File: src/core/ome_consts.svh
// constants for the or / move / load-literal execution block
`ifndef OME_CONSTS_SVH
`define OME_CONSTS_SVH

`define OME_WORD_W 14
`define OME_DATA_W 8
`define OME_ADDR_W 7
`define OME_OPC_MSB 13
`define OME_OPC_LSB 8
`define OME_LIT_OPC_LSB 10
`define OME_DEST_BIT 7
`define OME_ADDR_MSB 6
`define OME_LIT_MSB 7
`define OME_OPC_OR 6'h04
`define OME_OPC_MOVE 6'h08
`define OME_OPC_LIT 4'hc
`define OME_LIT_DC_MASK 14'h0300
`define OME_W_RESET 8'h00
`define OME_ZERO_RESET 1'h0
`define OME_BYTE_ZERO 8'h00

`endif

File: src/core/ome_pkg.sv
// types shared by the or / move / load-literal execution block
package ome_pkg;
`include "ome_consts.svh"

  typedef enum logic [1:0] {
    KIND_OR,
    KIND_MOVE,
    KIND_LIT,
    KIND_OTHER
  } ome_kind_type;

  typedef struct packed {
    logic en;
    logic [`OME_ADDR_W-1:0] addr;
    logic [`OME_DATA_W-1:0] data;
  } ome_file_wr_type;

  typedef struct packed {
    logic [`OME_DATA_W-1:0] w;
    logic zero;
    ome_file_wr_type file_wr;
    logic done;
    logic other;
  } ome_state_type;

endpackage : ome_pkg

File: src/core/ome_exec.sv
// execution of or-with-file, move-file and load-literal-to-work
// Notes on behaviour
// - or_work_with_file: W OR file, zero flag updated
// - destination bit 0 to W, 1 to file
// - move_file copies addressed file register unchanged
// - destination bit 0 to W, 1 to file
// - move_file sets zero flag from moved value
// - load_literal_to_work loads low byte, flags untouched
// - literal don't-care bits never affect decode
`timescale 1ns/10ps
`include "ome_consts.svh"

module ome_exec
  import ome_pkg::*;
(
  input wire logic clock,
  input wire logic arst_n,
  input wire logic enable,
  input wire logic instr_valid,
  input wire logic [`OME_WORD_W-1:0] instr,
  input wire logic [`OME_DATA_W-1:0] file_rdata,
  output logic [`OME_DATA_W-1:0] w,
  output logic zero,
  output ome_file_wr_type file_wr,
  output logic done,
  output logic other
);

  function automatic ome_kind_type ome_decode(
    input logic [`OME_WORD_W-1:0] word
  );
    ome_kind_type kind;
    kind = KIND_OTHER;
    if (word[`OME_OPC_MSB:`OME_OPC_LSB] == `OME_OPC_OR) begin
      kind = KIND_OR;
    end else if (word[`OME_OPC_MSB:`OME_OPC_LSB] == `OME_OPC_MOVE) begin
      kind = KIND_MOVE;
    end else if (word[`OME_OPC_MSB:`OME_LIT_OPC_LSB] == `OME_OPC_LIT)
    begin
      // bits 9:8 are not looked at
      kind = KIND_LIT;
    end
    return kind;
  endfunction : ome_decode

  // zero test shared by the datapath and its checks
  function automatic logic ome_is_zero(
    input logic [`OME_DATA_W-1:0] value
  );
    return value == `OME_BYTE_ZERO;
  endfunction : ome_is_zero

  ome_state_type st;
  ome_state_type next_st;
  ome_kind_type kind;
  logic dest_file;
  logic [`OME_DATA_W-1:0] result;

  // decode runs every cycle; instr_valid decides whether it counts
  assign kind = ome_decode(instr);
  assign dest_file = instr[`OME_DEST_BIT];

  // no forwarding: a write-back reaches the caller's file a cycle later
  always_comb begin
    next_st = st;
    next_st.file_wr.en = 1'h0;
    next_st.done = 1'h0;
    next_st.other = 1'h0;
    result = file_rdata;
    if (instr_valid) begin
      // every handled word retires in this one cycle
      next_st.done = (kind != KIND_OTHER);
      next_st.other = (kind == KIND_OTHER);
      case (kind)
        KIND_OR, KIND_MOVE: begin
          if (kind == KIND_OR) begin
            result = st.w | file_rdata;
          end else begin
            result = file_rdata;
          end
          next_st.zero = ome_is_zero(result);
          if (dest_file) begin
            // write back even on a plain move, so it doubles as a test
            next_st.file_wr.en = 1'h1;
            next_st.file_wr.addr = instr[`OME_ADDR_MSB:0];
            next_st.file_wr.data = result;
          end else begin
            next_st.w = result;
          end
        end
        KIND_LIT: begin
          next_st.w = instr[`OME_LIT_MSB:0];
        end
        default: begin
          next_st.other = 1'h1;
        end
      endcase
    end
  end

  // enable low freezes the pulses too, so done may stand for longer
  always_ff @(posedge clock or negedge arst_n) begin
    if (!arst_n) begin
      st.w <= `OME_W_RESET;
      st.zero <= `OME_ZERO_RESET;
      st.file_wr.en <= 1'h0;
      st.file_wr.addr <= '0;
      st.file_wr.data <= '0;
      st.done <= 1'h0;
      st.other <= 1'h0;
    end else if (enable) begin
      st <= next_st;
    end
  end

  assign w = st.w;
  assign zero = st.zero;
  assign file_wr = st.file_wr;
  assign done = st.done;
  assign other = st.other;
endmodule : ome_exec

File: config.mk
export PLATFORM = sky130hd
export DESIGN_NAME = ome_exec
export DESIGN_NICKNAME = d
export VERILOG_FILES = /design/src/core/ome_pkg.sv /design/src/core/ome_exec.sv
export VERILOG_INCLUDE_DIRS = /design/src /design/src/core
export SDC_FILE = /design/constraint.sdc
export NUM_CORES = 1
export LEC_CHECK = 0
export ABC_AREA = 1
export BUFFER_PORTS_ARGS = -buffer_cell sky130_fd_sc_hd__buf_4
export CAP_MARGIN = 10
export CORE_MARGIN = 3
export CORE_UTILIZATION = 43
export CTS_CLUSTER_SIZE = 10
export DETAILED_ROUTE_END_ITERATION = 10
export PLACE_DENSITY_LB_ADDON = 0.08
export SLEW_MARGIN = 20
export SYNTH_ARGS = -nofsm -noshare
export SYNTH_HDL_FRONTEND = slang
export SYNTH_SLANG_ARGS = --single-unit
File: constraint.sdc
create_clock -name clock -period 0.9 [get_ports clock]
set_input_delay 0.045 -clock clock [delete_from_list [all_inputs] [get_ports clock]]
set_output_delay 0.045 -clock clock [all_outputs]
set_load 0.005 [all_outputs]
==> results of run 1 <==
[per-stage QoR]
step	std cells	power (mW)	hold WS, ns	util [%]
detailed placement	293	2.36	-0.0201	65.8
global route	333	3.55	0.0606	83.9
global placement	293	2.33	-0.0270	65.8
CTS	324	3.29	0.0418	80.2
floorplan	177	1.76	-0.251	-
finish	333	3.37	0.0296	83.9
[routing by layer]
| metal | GRT usage [%] | up-vias | wire length [um] |
|---|---|---|---|
| met1 | 25.5 | 732 | 1770 |
| met4 | 5.79 | 0 | 77 |
| met5 | 0 | - | 0 |
| met2 | 40.6 | 51 | 2330 |
| li1 | - | 769 | - |
| met3 | 3.03 | 10 | 179 |
[how the worst max path moves through the flow]
| stage | startpoint | endpoint | slack, ns | cells after the start |
|---|---|---|---|---|
| floorplan | instr[9] | file_wr[10] | -0.09 | 9 |
| global placement | instr[11] | w[6] | -0.23 | 10 |
| detailed placement | instr[11] | w[6] | -0.28 | 10 |
| CTS | w[4] | w[4] | -0.14 | 2 |
| global route | w[4] | w[4] | -0.18 | 2 |
| finish | w[1] | w[1] | -0.15 | 2 |
[report_power, final]
part           switching (mW)  internal (mW)  total, mW
clock network           0.405          0.170      0.575
registers               0.120           1.37       1.49
logic                   0.477          0.833       1.31
[cells in the final DEF (no fill, tap or decap), drive strengths merged, types with 3 or more instances in the layout]
cell type	synthesis	layout
o21ai	16	16
nand4	4	4
dfrtp	27	27
nand3	6	6
buf	2	100
inv	26	26
clkbuf	1	3
nand2	77	77
dlygate4sd3	0	11
nor2	13	13
[worst max-delay path: stages, from the launching register on]
cell and delay [ns]:
dfrtp_1 0.44, buf_6 0.13, buf_6 0.10
[Yosys cell counts (all sizes together)]
library cell / n / area (sq um)
a31oi: 1 / 6.26
and2: 1 / 6.26
buf: 2 / 22.5
clkbuf: 1 / 3.75
dfrtp: 27 / 676
inv: 26 / 100
nand2: 77 / 304
nand3: 6 / 47.6
nand4: 4 / 25.0
nor2: 13 / 85.1
o211ai: 1 / 7.51
o21ai: 16 / 103
o21bai: 1 / 7.51
o22ai: 1 / 6.26
[registers in the layout, summed over array words and instances (netlist names)]
name / count
file_wr: 16
w: 8
other: 1
zero: 1
done: 1
[cell type report]
class                           instances  area, sq um
Timing Repair Buffer                  111         1010
Multi-Input combinational cell        121          696
Sequential cell                        27          676
Fill cell                             195          497
Inverter                               26          118
Tap cell                               44         55.1
Clock buffer                            3         22.5
Clock inverter                          1         7.51
[timing repair]
action | CTS | global route
setup endpoints to repair | 39 | 43
gates resized for setup | 57 | 13
buffers inserted | 16 | 9
hold endpoints to repair | 39 | 0
hold buffers | 11 | 0
pin swaps | 18 | 13
[cell families (layout without fill, tap and decap cells)]
family,after synthesis,in the layout
and+or+nand+nor,101,101
buffers and inverters,29,141
DFF,27,27
AOI/OAI and AO/OA,20,20
==> flow_metrics.py, run 1 <==
metrics = {
    "hold_path": {
        "holdPathStages": 5,
        "worstHoldStart": "file_rdata[5]",
        "min_to": "file_wr[5]",
        "hold_class": "in -> reg",
    },
    "timing": {
        "timing.fmax_ghz": 0.952,
        "fin_skew_ns": 0.00571,
        "min_period_ns": 1.05,
        "setup_violations": 40,
        "finalSetupTns_ns": -2.20,
        "final_critical_path_setup_slack_ns": -0.150,
        "hold_viol": 0,
        "finalMaxSlewViolations": 0,
        "period_share_pct": 117,
        "grt_setup_unrepaired": "true",
        "worstMarginPinSlew_ns": 0.347,
        "slew_headroom_pct": 76.9,
    },
    "global_routing": {
        "grt_pass1_wl_um": 6960,
        "grt_pass1_vias": 1598,
        "grt_start_max_net_pins": 28,
        "grt-ovfl-total": 0,
        "antenna_found_initial": 0,
        "grt_usage_pct": 21.6,
    },
    "power_and_ir_drop": {
        "peakVddDrop_uv": 736,
        "power_density_nw_per_um2": 1310,
        "leakage_nw": 1.41,
    },
    "synth": {
        "synthMuxAreaShare_pct": 0,
        "synth_top_family_by_area": "simple AND/OR/NAND/NOR gates",
        "syn_inst": 177,
        "yosys.area_share.simple_pct": 33.4,
        "synth_xor_area_share_pct": 0,
        "ys_ff_latch": 27,
        "synth_fa_ha_area_share_pct": 0,
        "synth_cell_types": 23,
        "synth_area_sq_um": 1400,
        "synth_compound_area_share_pct": 9.29,
        "yosysSeqAreaShare_pct": 48.3,
        "yosysWarnings": 0,
        "postSynthNetCount": 203,
        "syn_area_per_cell_sq_um": 7.91,
    },
    "floorplan": {
        "chipHeight_um": 63.1,
        "ios": 53,
        "die_width_um": 63.1,
        "die-area_sq_um": 3980,
        "rows": 20,
        "start_util_pct": 45.5,
        "coreArea_sq_um": 3080,
    },
    "place": {
        "placed_area_sq_um": 2020,
        "gp_congestion": 0.786,
        "dpl.hpwl_um": 2820,
        "pre_cts_ws_ns": -0.280,
        "io_buffers": 52,
    },
    "clocking": {
        "clk_pin_slew_worst_paths_ns": 0.16,
        "clkLatencyLatePin_ns": 0.34,
        "htree_levels": 1,
        "cts_buffer_depth": 2,
        "tritoncts": "done",
        "numCtsBuffers": 3,
        "clock_sinks": 27,
        "cts-root-buf": "clkbuf_4",
    },
    "worst_setup_path": {
        "r2r_start": "w[3]",
        "reg2reg_depth": 5,
        "cp_max_fo": 2,
        "required_ns": 0.85,
        "rrSetupSlack_ns": -0.13,
        "crit_type": "reg -> out",
        "crit_arrival_ns": 1.00,
        "r2r_end": "w[3]",
        "start_kind": "flop",
        "cp-end-kind": "primary output",
    },
    "finish": {
        "nNetsFinal": 316,
        "area_delta_synth_final_pct": 84.4,
        "antenna_cells": 0,
        "drive_gt1_share_pct": 54.0,
        "fin_area_sq_um": 2580,
    },
    "detailed_routing": {
        "ant_nets": 0,
        "via_per_inst": 4.69,
        "drtIter0Drc": 64,
        "wire_per_inst_um": 13.1,
        "vias": 1562,
        "totalWireLength_um": 4360,
        "first_pass_iters": 4,
        "route.detailed.drc": 0,
    },
    "status": {
        "outcome": "finished, violations left",
        "violations": "setup timing",
    },
    "job": {
        "max_cap_violations": 0,
    },
}
No activity file was read; power rests on OpenSTA's default activity.
==> inputs of run 2 (changes only) <==
Settings changed: CTS_CLUSTER_SIZE 10 to 30, SETUP_SLACK_MARGIN from default to 0.2, SKIP_LAST_GASP from default to 1.
==> run 2 against run 1 <==
  * The flow finishes with violations (hold timing, setup timing)
  * Sequential share of layout area down 0.14 points
  * Largest power group unchanged
  * Sequential cell count unchanged
  * Die area is the same
==> flow_metrics.py, run 2 (synthesis gave the netlist of run 1 again) <==
metrics = {
    "clocking": {
        "cts-root-buf": "clkbuf_4",
        "holdBufCountCts": 9,
        "clock_sinks": 27,
        "cts_buffer_depth": 2,
        "tritoncts": "done",
        "clkLatencyLatePin_ns": 0.33,
        "htree_levels": 1,
        "numCtsBuffers": 3,
        "clk_pin_slew_worst_paths_ns": 0.15,
    },
    "floorplan": {
        "rows": 20,
        "die_width_um": 63.1,
        "chipHeight_um": 63.1,
        "start_util_pct": 45.5,
        "ios": 53,
        "coreArea_sq_um": 3080,
        "die-area_sq_um": 3980,
    },
    "finish": {
        "fin_cells": 328,
        "fill_cells": 195,
        "largest_register": "file_wr",
        "multi_input_area_sq_um": 697,
        "final_common_cell": "buf_6",
        "largest_reg_flops": 16,
        "register_area_sq_um": 676,
        "layout_common_cells": "53 x buf_6, 50 x nand2_1, 44 x buf_4",
        "top_regs": "file_wr: 16 flops, w: 8 flops",
        "drive_gt1_share_pct": 53.2,
        "area_delta_synth_final_pct": 85.3,
        "nNetsFinal": 311,
        "antenna_cells": 0,
    },
    "place": {
        "pre_cts_ws_ns": -0.279,
        "io_buffers": 52,
        "gp_congestion": 0.801,
        "dp.cells": 293,
        "dpl.hpwl_um": 2810,
    },
    "detailed_routing": {
        "via_per_inst": 4.82,
        "wire_per_inst_um": 13.6,
        "vias": 1581,
        "ant_nets": 0,
        "totalWireLength_um": 4480,
        "route.detailed.drc": 0,
        "first_pass_iters": 4,
        "drtIter0Drc": 80,
    },
    "global_routing": {
        "grt_start_max_net_pins": 28,
        "grt_pass1_wl_um": 7090,
        "grt_pass1_vias": 1583,
        "grt_usage_pct": 22.2,
        "grt-ovfl-total": 0,
        "antenna_found_initial": 0,
    },
    "timing": {
        "finalMaxSlewViolations": 0,
        "period_share_pct": 118,
        "min_period_ns": 1.07,
        "grt_setup_unrepaired": "true",
        "timing.fmax_ghz": 0.939,
        "worstMarginPinSlew_ns": 0.353,
        "setup_violations": 43,
        "fin_skew_ns": 0.00367,
        "slew_headroom_pct": 76.5,
        "hold_viol": 3,
        "final_critical_path_setup_slack_ns": -0.165,
        "hold-worst-slack_ns": -0.0265,
    },
    "worst_setup_path": {
        "crit_arrival_ns": 1.33,
        "crit_type": "reg -> reg",
        "required_ns": 1.17,
        "start_kind": "flop",
        "cp-end-kind": "flop",
        "cp_max_fo": 3,
    },
    "status": {
        "outcome": "finished, violations left",
        "violations": "hold timing, setup timing",
    },
    "power_and_ir_drop": {
        "leakage_nw": 1.40,
        "power_density_nw_per_um2": 1300,
        "peakVddDrop_uv": 963,
    },
    "job": {
        "max_cap_violations": 0,
    },
    "hold_path": {
        "hold_class": "in -> reg",
    },
}
## run 2: area by class of cell
type,count,area share [%]
Clock buffer,3,0.868
Clock inverter,1,0.289
Inverter,26,4.63
Multi-Input combinational cell,121,26.9
Sequential cell,27,26.0
Tap cell,44,2.12
Timing Repair Buffer,106,39.2
## run 2: power by group
group | leakage, nW | internal, mW | total (mW) | switching [mW]
clock | 0.0139 | 0.170 | 0.558 | 0.387
combinational | 1.03 | 0.847 | 1.33 | 0.481
sequential | 0.360 | 1.37 | 1.50 | 0.128
## run 2: final timing paths
| check | end | from | slack, ns | depth (start not counted) |
|---|---|---|---|---|
| worst min register to register | file_wr[1] | file_wr[1] | 0.53 | 2 |
| worst max-delay path | zero | w[6] | -0.17 | 5 |
| max in group asynchronous | w[0] | arst_n | 0.48 | 2 |
| worst max register to register | zero | w[6] | -0.17 | 5 |
| worst min-delay path | file_wr[15] | enable | -0.03 | 3 |
| min in group asynchronous | file_wr[14] | arst_n | 0.16 | 2 |
## run 2: stage by stage
step                instance area (sq um)  util, %  TNS, ns  power [mW]  hold slack [ns]
global route                         2590     84.3    -4.68        3.58          -0.0307
global placement                     2020     65.8    -4.46        2.33          -0.0228
CTS                                  2430     78.9    -2.20        3.24          -0.0275
floorplan                            1440        -    -1.47        1.76           -0.251
detailed placement                   2020     65.8    -5.37        2.36          -0.0241
finish                               2590     84.3    -2.50        3.38          -0.0265
## run 2: per-layer routing
layer	track usage (%)	routed length, um
met1	27.5	1680
met2	40.1	2470
met3	3.03	236
met4	6.06	92
met5	0	0
## run 2: what timing repair did
| item | in CTS | in global routing |
|---|---|---|
| setup buffers | 11 | 11 |
| hold endpoints to repair | 38 | 2 |
| pin swaps | 27 | 14 |
| endpoints found under the setup margin | 51 | 53 |
| gates resized for setup | 65 | 24 |
## run 2: worst max-delay path: stages, from the launching register on
cell and delay [ns]:
dfrtp_1 0.43, nand4_1 0.11, nand2_2 0.09, nor2_1 0.13, nand3_1 0.10, o21bai_1 0.14
==> inputs of run 3 (changes only) <==
Settings changed: GPL_TIMING_DRIVEN from default to 0.
==> run 3 against run 2 <==
  * The flow still finishes with violations (hold timing, setup timing)
  * Utilization is 0.49 points higher
  * Via count is 0.19% lower
  * Sequential power hardly changed
  * Wire length is 7.3% higher
  * Non-clock buffer count down 9
  * Cell count down 2.7%
  * Clock-buffer cell count increased by 1
  * First-iteration DRC count fell by 34%
  * Cell area rose by 0.58%
  * Die area is the same
  * Largest cell class unchanged
  * Largest power group unchanged
==> flow_metrics.py, run 3 (synthesis gave the netlist of run 1 again) <==
metrics = {
    "clocking": {
        "cts_buffer_depth": 2,
        "clock_sinks": 27,
        "numCtsBuffers": 3,
        "htree_levels": 1,
        "clkLatencyLatePin_ns": 0.33,
        "clk_pin_slew_worst_paths_ns": 0.15,
        "cts-root-buf": "clkbuf_4",
        "tritoncts": "done",
        "holdBufCountCts": 10,
    },
    "finish": {
        "largest_reg_flops": 16,
        "largest_register": "file_wr",
        "final_common_cell": "nand2_1",
        "utilization_pct": 84.8,
        "area_delta_synth_final_pct": 86.4,
        "fin_cells": 319,
        "top_regs": "file_wr: 16 flops, w: 8 flops",
        "layout_common_cells": "52 x nand2_1, 50 x buf_6, 32 x buf_4",
        "nNetsFinal": 302,
        "drive_gt1_share_pct": 52.4,
        "antenna_cells": 0,
    },
    "floorplan": {
        "coreArea_sq_um": 3080,
        "die-area_sq_um": 3980,
        "die_width_um": 63.1,
        "ios": 53,
        "start_util_pct": 45.5,
        "chipHeight_um": 63.1,
        "rows": 20,
    },
    "worst_setup_path": {
        "cp_slowest_cell": "dfrtp_1",
        "crit_type": "reg -> out",
        "required_ns": 0.85,
        "cp_max_fo": 3,
        "start_kind": "flop",
        "crit_arrival_ns": 1.02,
        "crit_start": "w[6]",
        "crit_buf_inv": 2,
        "crit_chain": "buf_4 -> buf_6",
        "max_stage_delay_ns": 0.44,
        "r2r_start": "w[0]",
        "cp-end-kind": "primary output",
        "crit_family": "flip-flops",
    },
    "status": {
        "violations": "hold timing, setup timing",
        "outcome": "finished, violations left",
    },
    "detailed_routing": {
        "via_per_inst": 4.95,
        "first_pass_iters": 4,
        "drtIter0Drc": 53,
        "ant_nets": 0,
        "wire_per_inst_um": 15.1,
        "vias": 1578,
        "route.detailed.drc": 0,
        "totalWireLength_um": 4810,
    },
    "global_routing": {
        "grt_usage_pct": 21.9,
        "grt_pass1_wl_um": 7020,
        "antenna_found_initial": 0,
        "grt_pass1_vias": 1553,
        "grt-ovfl-total": 0,
        "grt_start_max_net_pins": 28,
    },
    "place": {
        "dpl.hpwl_um": 2630,
        "gp_congestion": 0.826,
        "dp.cells": 273,
        "io_buffers": 52,
    },
    "timing": {
        "fin_skew_ns": 0.00829,
        "period_share_pct": 118,
        "worstMarginPinSlew_ns": 0.511,
        "setup_violations": 40,
        "min_period_ns": 1.06,
        "hold_viol": 2,
        "timing.fmax_ghz": 0.939,
        "grt_setup_unrepaired": "true",
        "finalMaxSlewViolations": 0,
        "slew_headroom_pct": 65.9,
        "final_critical_path_setup_slack_ns": -0.165,
        "hold-worst-slack_ns": -0.0234,
    },
    "power_and_ir_drop": {
        "peakVddDrop_uv": 696,
        "leakage_nw": 1.38,
        "power_density_nw_per_um2": 1230,
        "power_mw": 3.21,
    },
    "job": {
        "max_cap_violations": 0,
    },
    "hold_path": {
        "worstHoldStart": "file_rdata[3]",
        "hold_class": "in -> reg",
    },
}
run 3: cell count changes in the layout (fill, tap and decap cells not counted), moves of 3 or more:
cell and change:
buf_6 -3, nand2_2 -7, buf_4 -12, o21ai_1 -3, nand3_1 -3, nand2_4 +5
run 3: final cells by class:
class	instances	area, sq um
plain buffers	3	35.0
clock buffers	4	26.3
fillers	175	468
inverters	26	123
multi-input cells	121	756
flip-flops and latches	27	676
well taps	44	55.1
repair buffers	94	940
run 3: worst min-delay path: cells and delay by family:
family / cells / cell delay (ns)
compound gates: 2 / 0.10
buf+inv: 1 / 0.09
simple gates: 1 / 0.06
run 3: final timing paths:
path | endpoint | slack, ns | cells past startpoint
worst max-delay path | w[6] | -0.16 | 2
worst min-delay path | zero | -0.02 | 4
worst max register to register | w[0] | -0.15 | 6
worst min register to register | file_wr[7] | 0.52 | 2
max in group asynchronous | w[0] | 0.50 | 2
min in group asynchronous | file_wr[1] | 0.14 | 2
run 3: through the flow:
stage	area, sq um	setup TNS [ns]	worst slack, ns	hold WS [ns]
floorplan	1440	-1.47	-0.0886	-0.251
global placement	1880	-8.84	-0.418	-0.0278
detailed placement	1880	-9.39	-0.441	-0.0187
CTS	2370	-1.36	-0.0990	-0.0174
global route	2610	-4.13	-0.227	-0.0328
finish	2610	-2.40	-0.165	-0.0234
run 3: power by group:
part | switching (mW) | internal (mW)
Clock | 0.376 | 0.174
Combinational | 0.433 | 0.698
Sequential | 0.159 | 1.37
run 3: what timing repair did:
item / in CTS / in global routing
buffers inserted: 17 / 13
endpoints found under the setup margin: 52 / 52
endpoints found under the hold margin: 40 / 2
pin swaps: 25 / 22
resized for setup: 64 / 36
gates cloned: 2 / 0
run 3: per-layer routing:
metal,routed length (um),track usage (%),vias up,part of all wire (%)
met2,2660,40.1,62,55
li1,-,-,741,-
met3,294,2.67,12,6.1
met1,1740,27.3,763,36
met5,0,0,-,0
met4,115,5.23,0,2.4
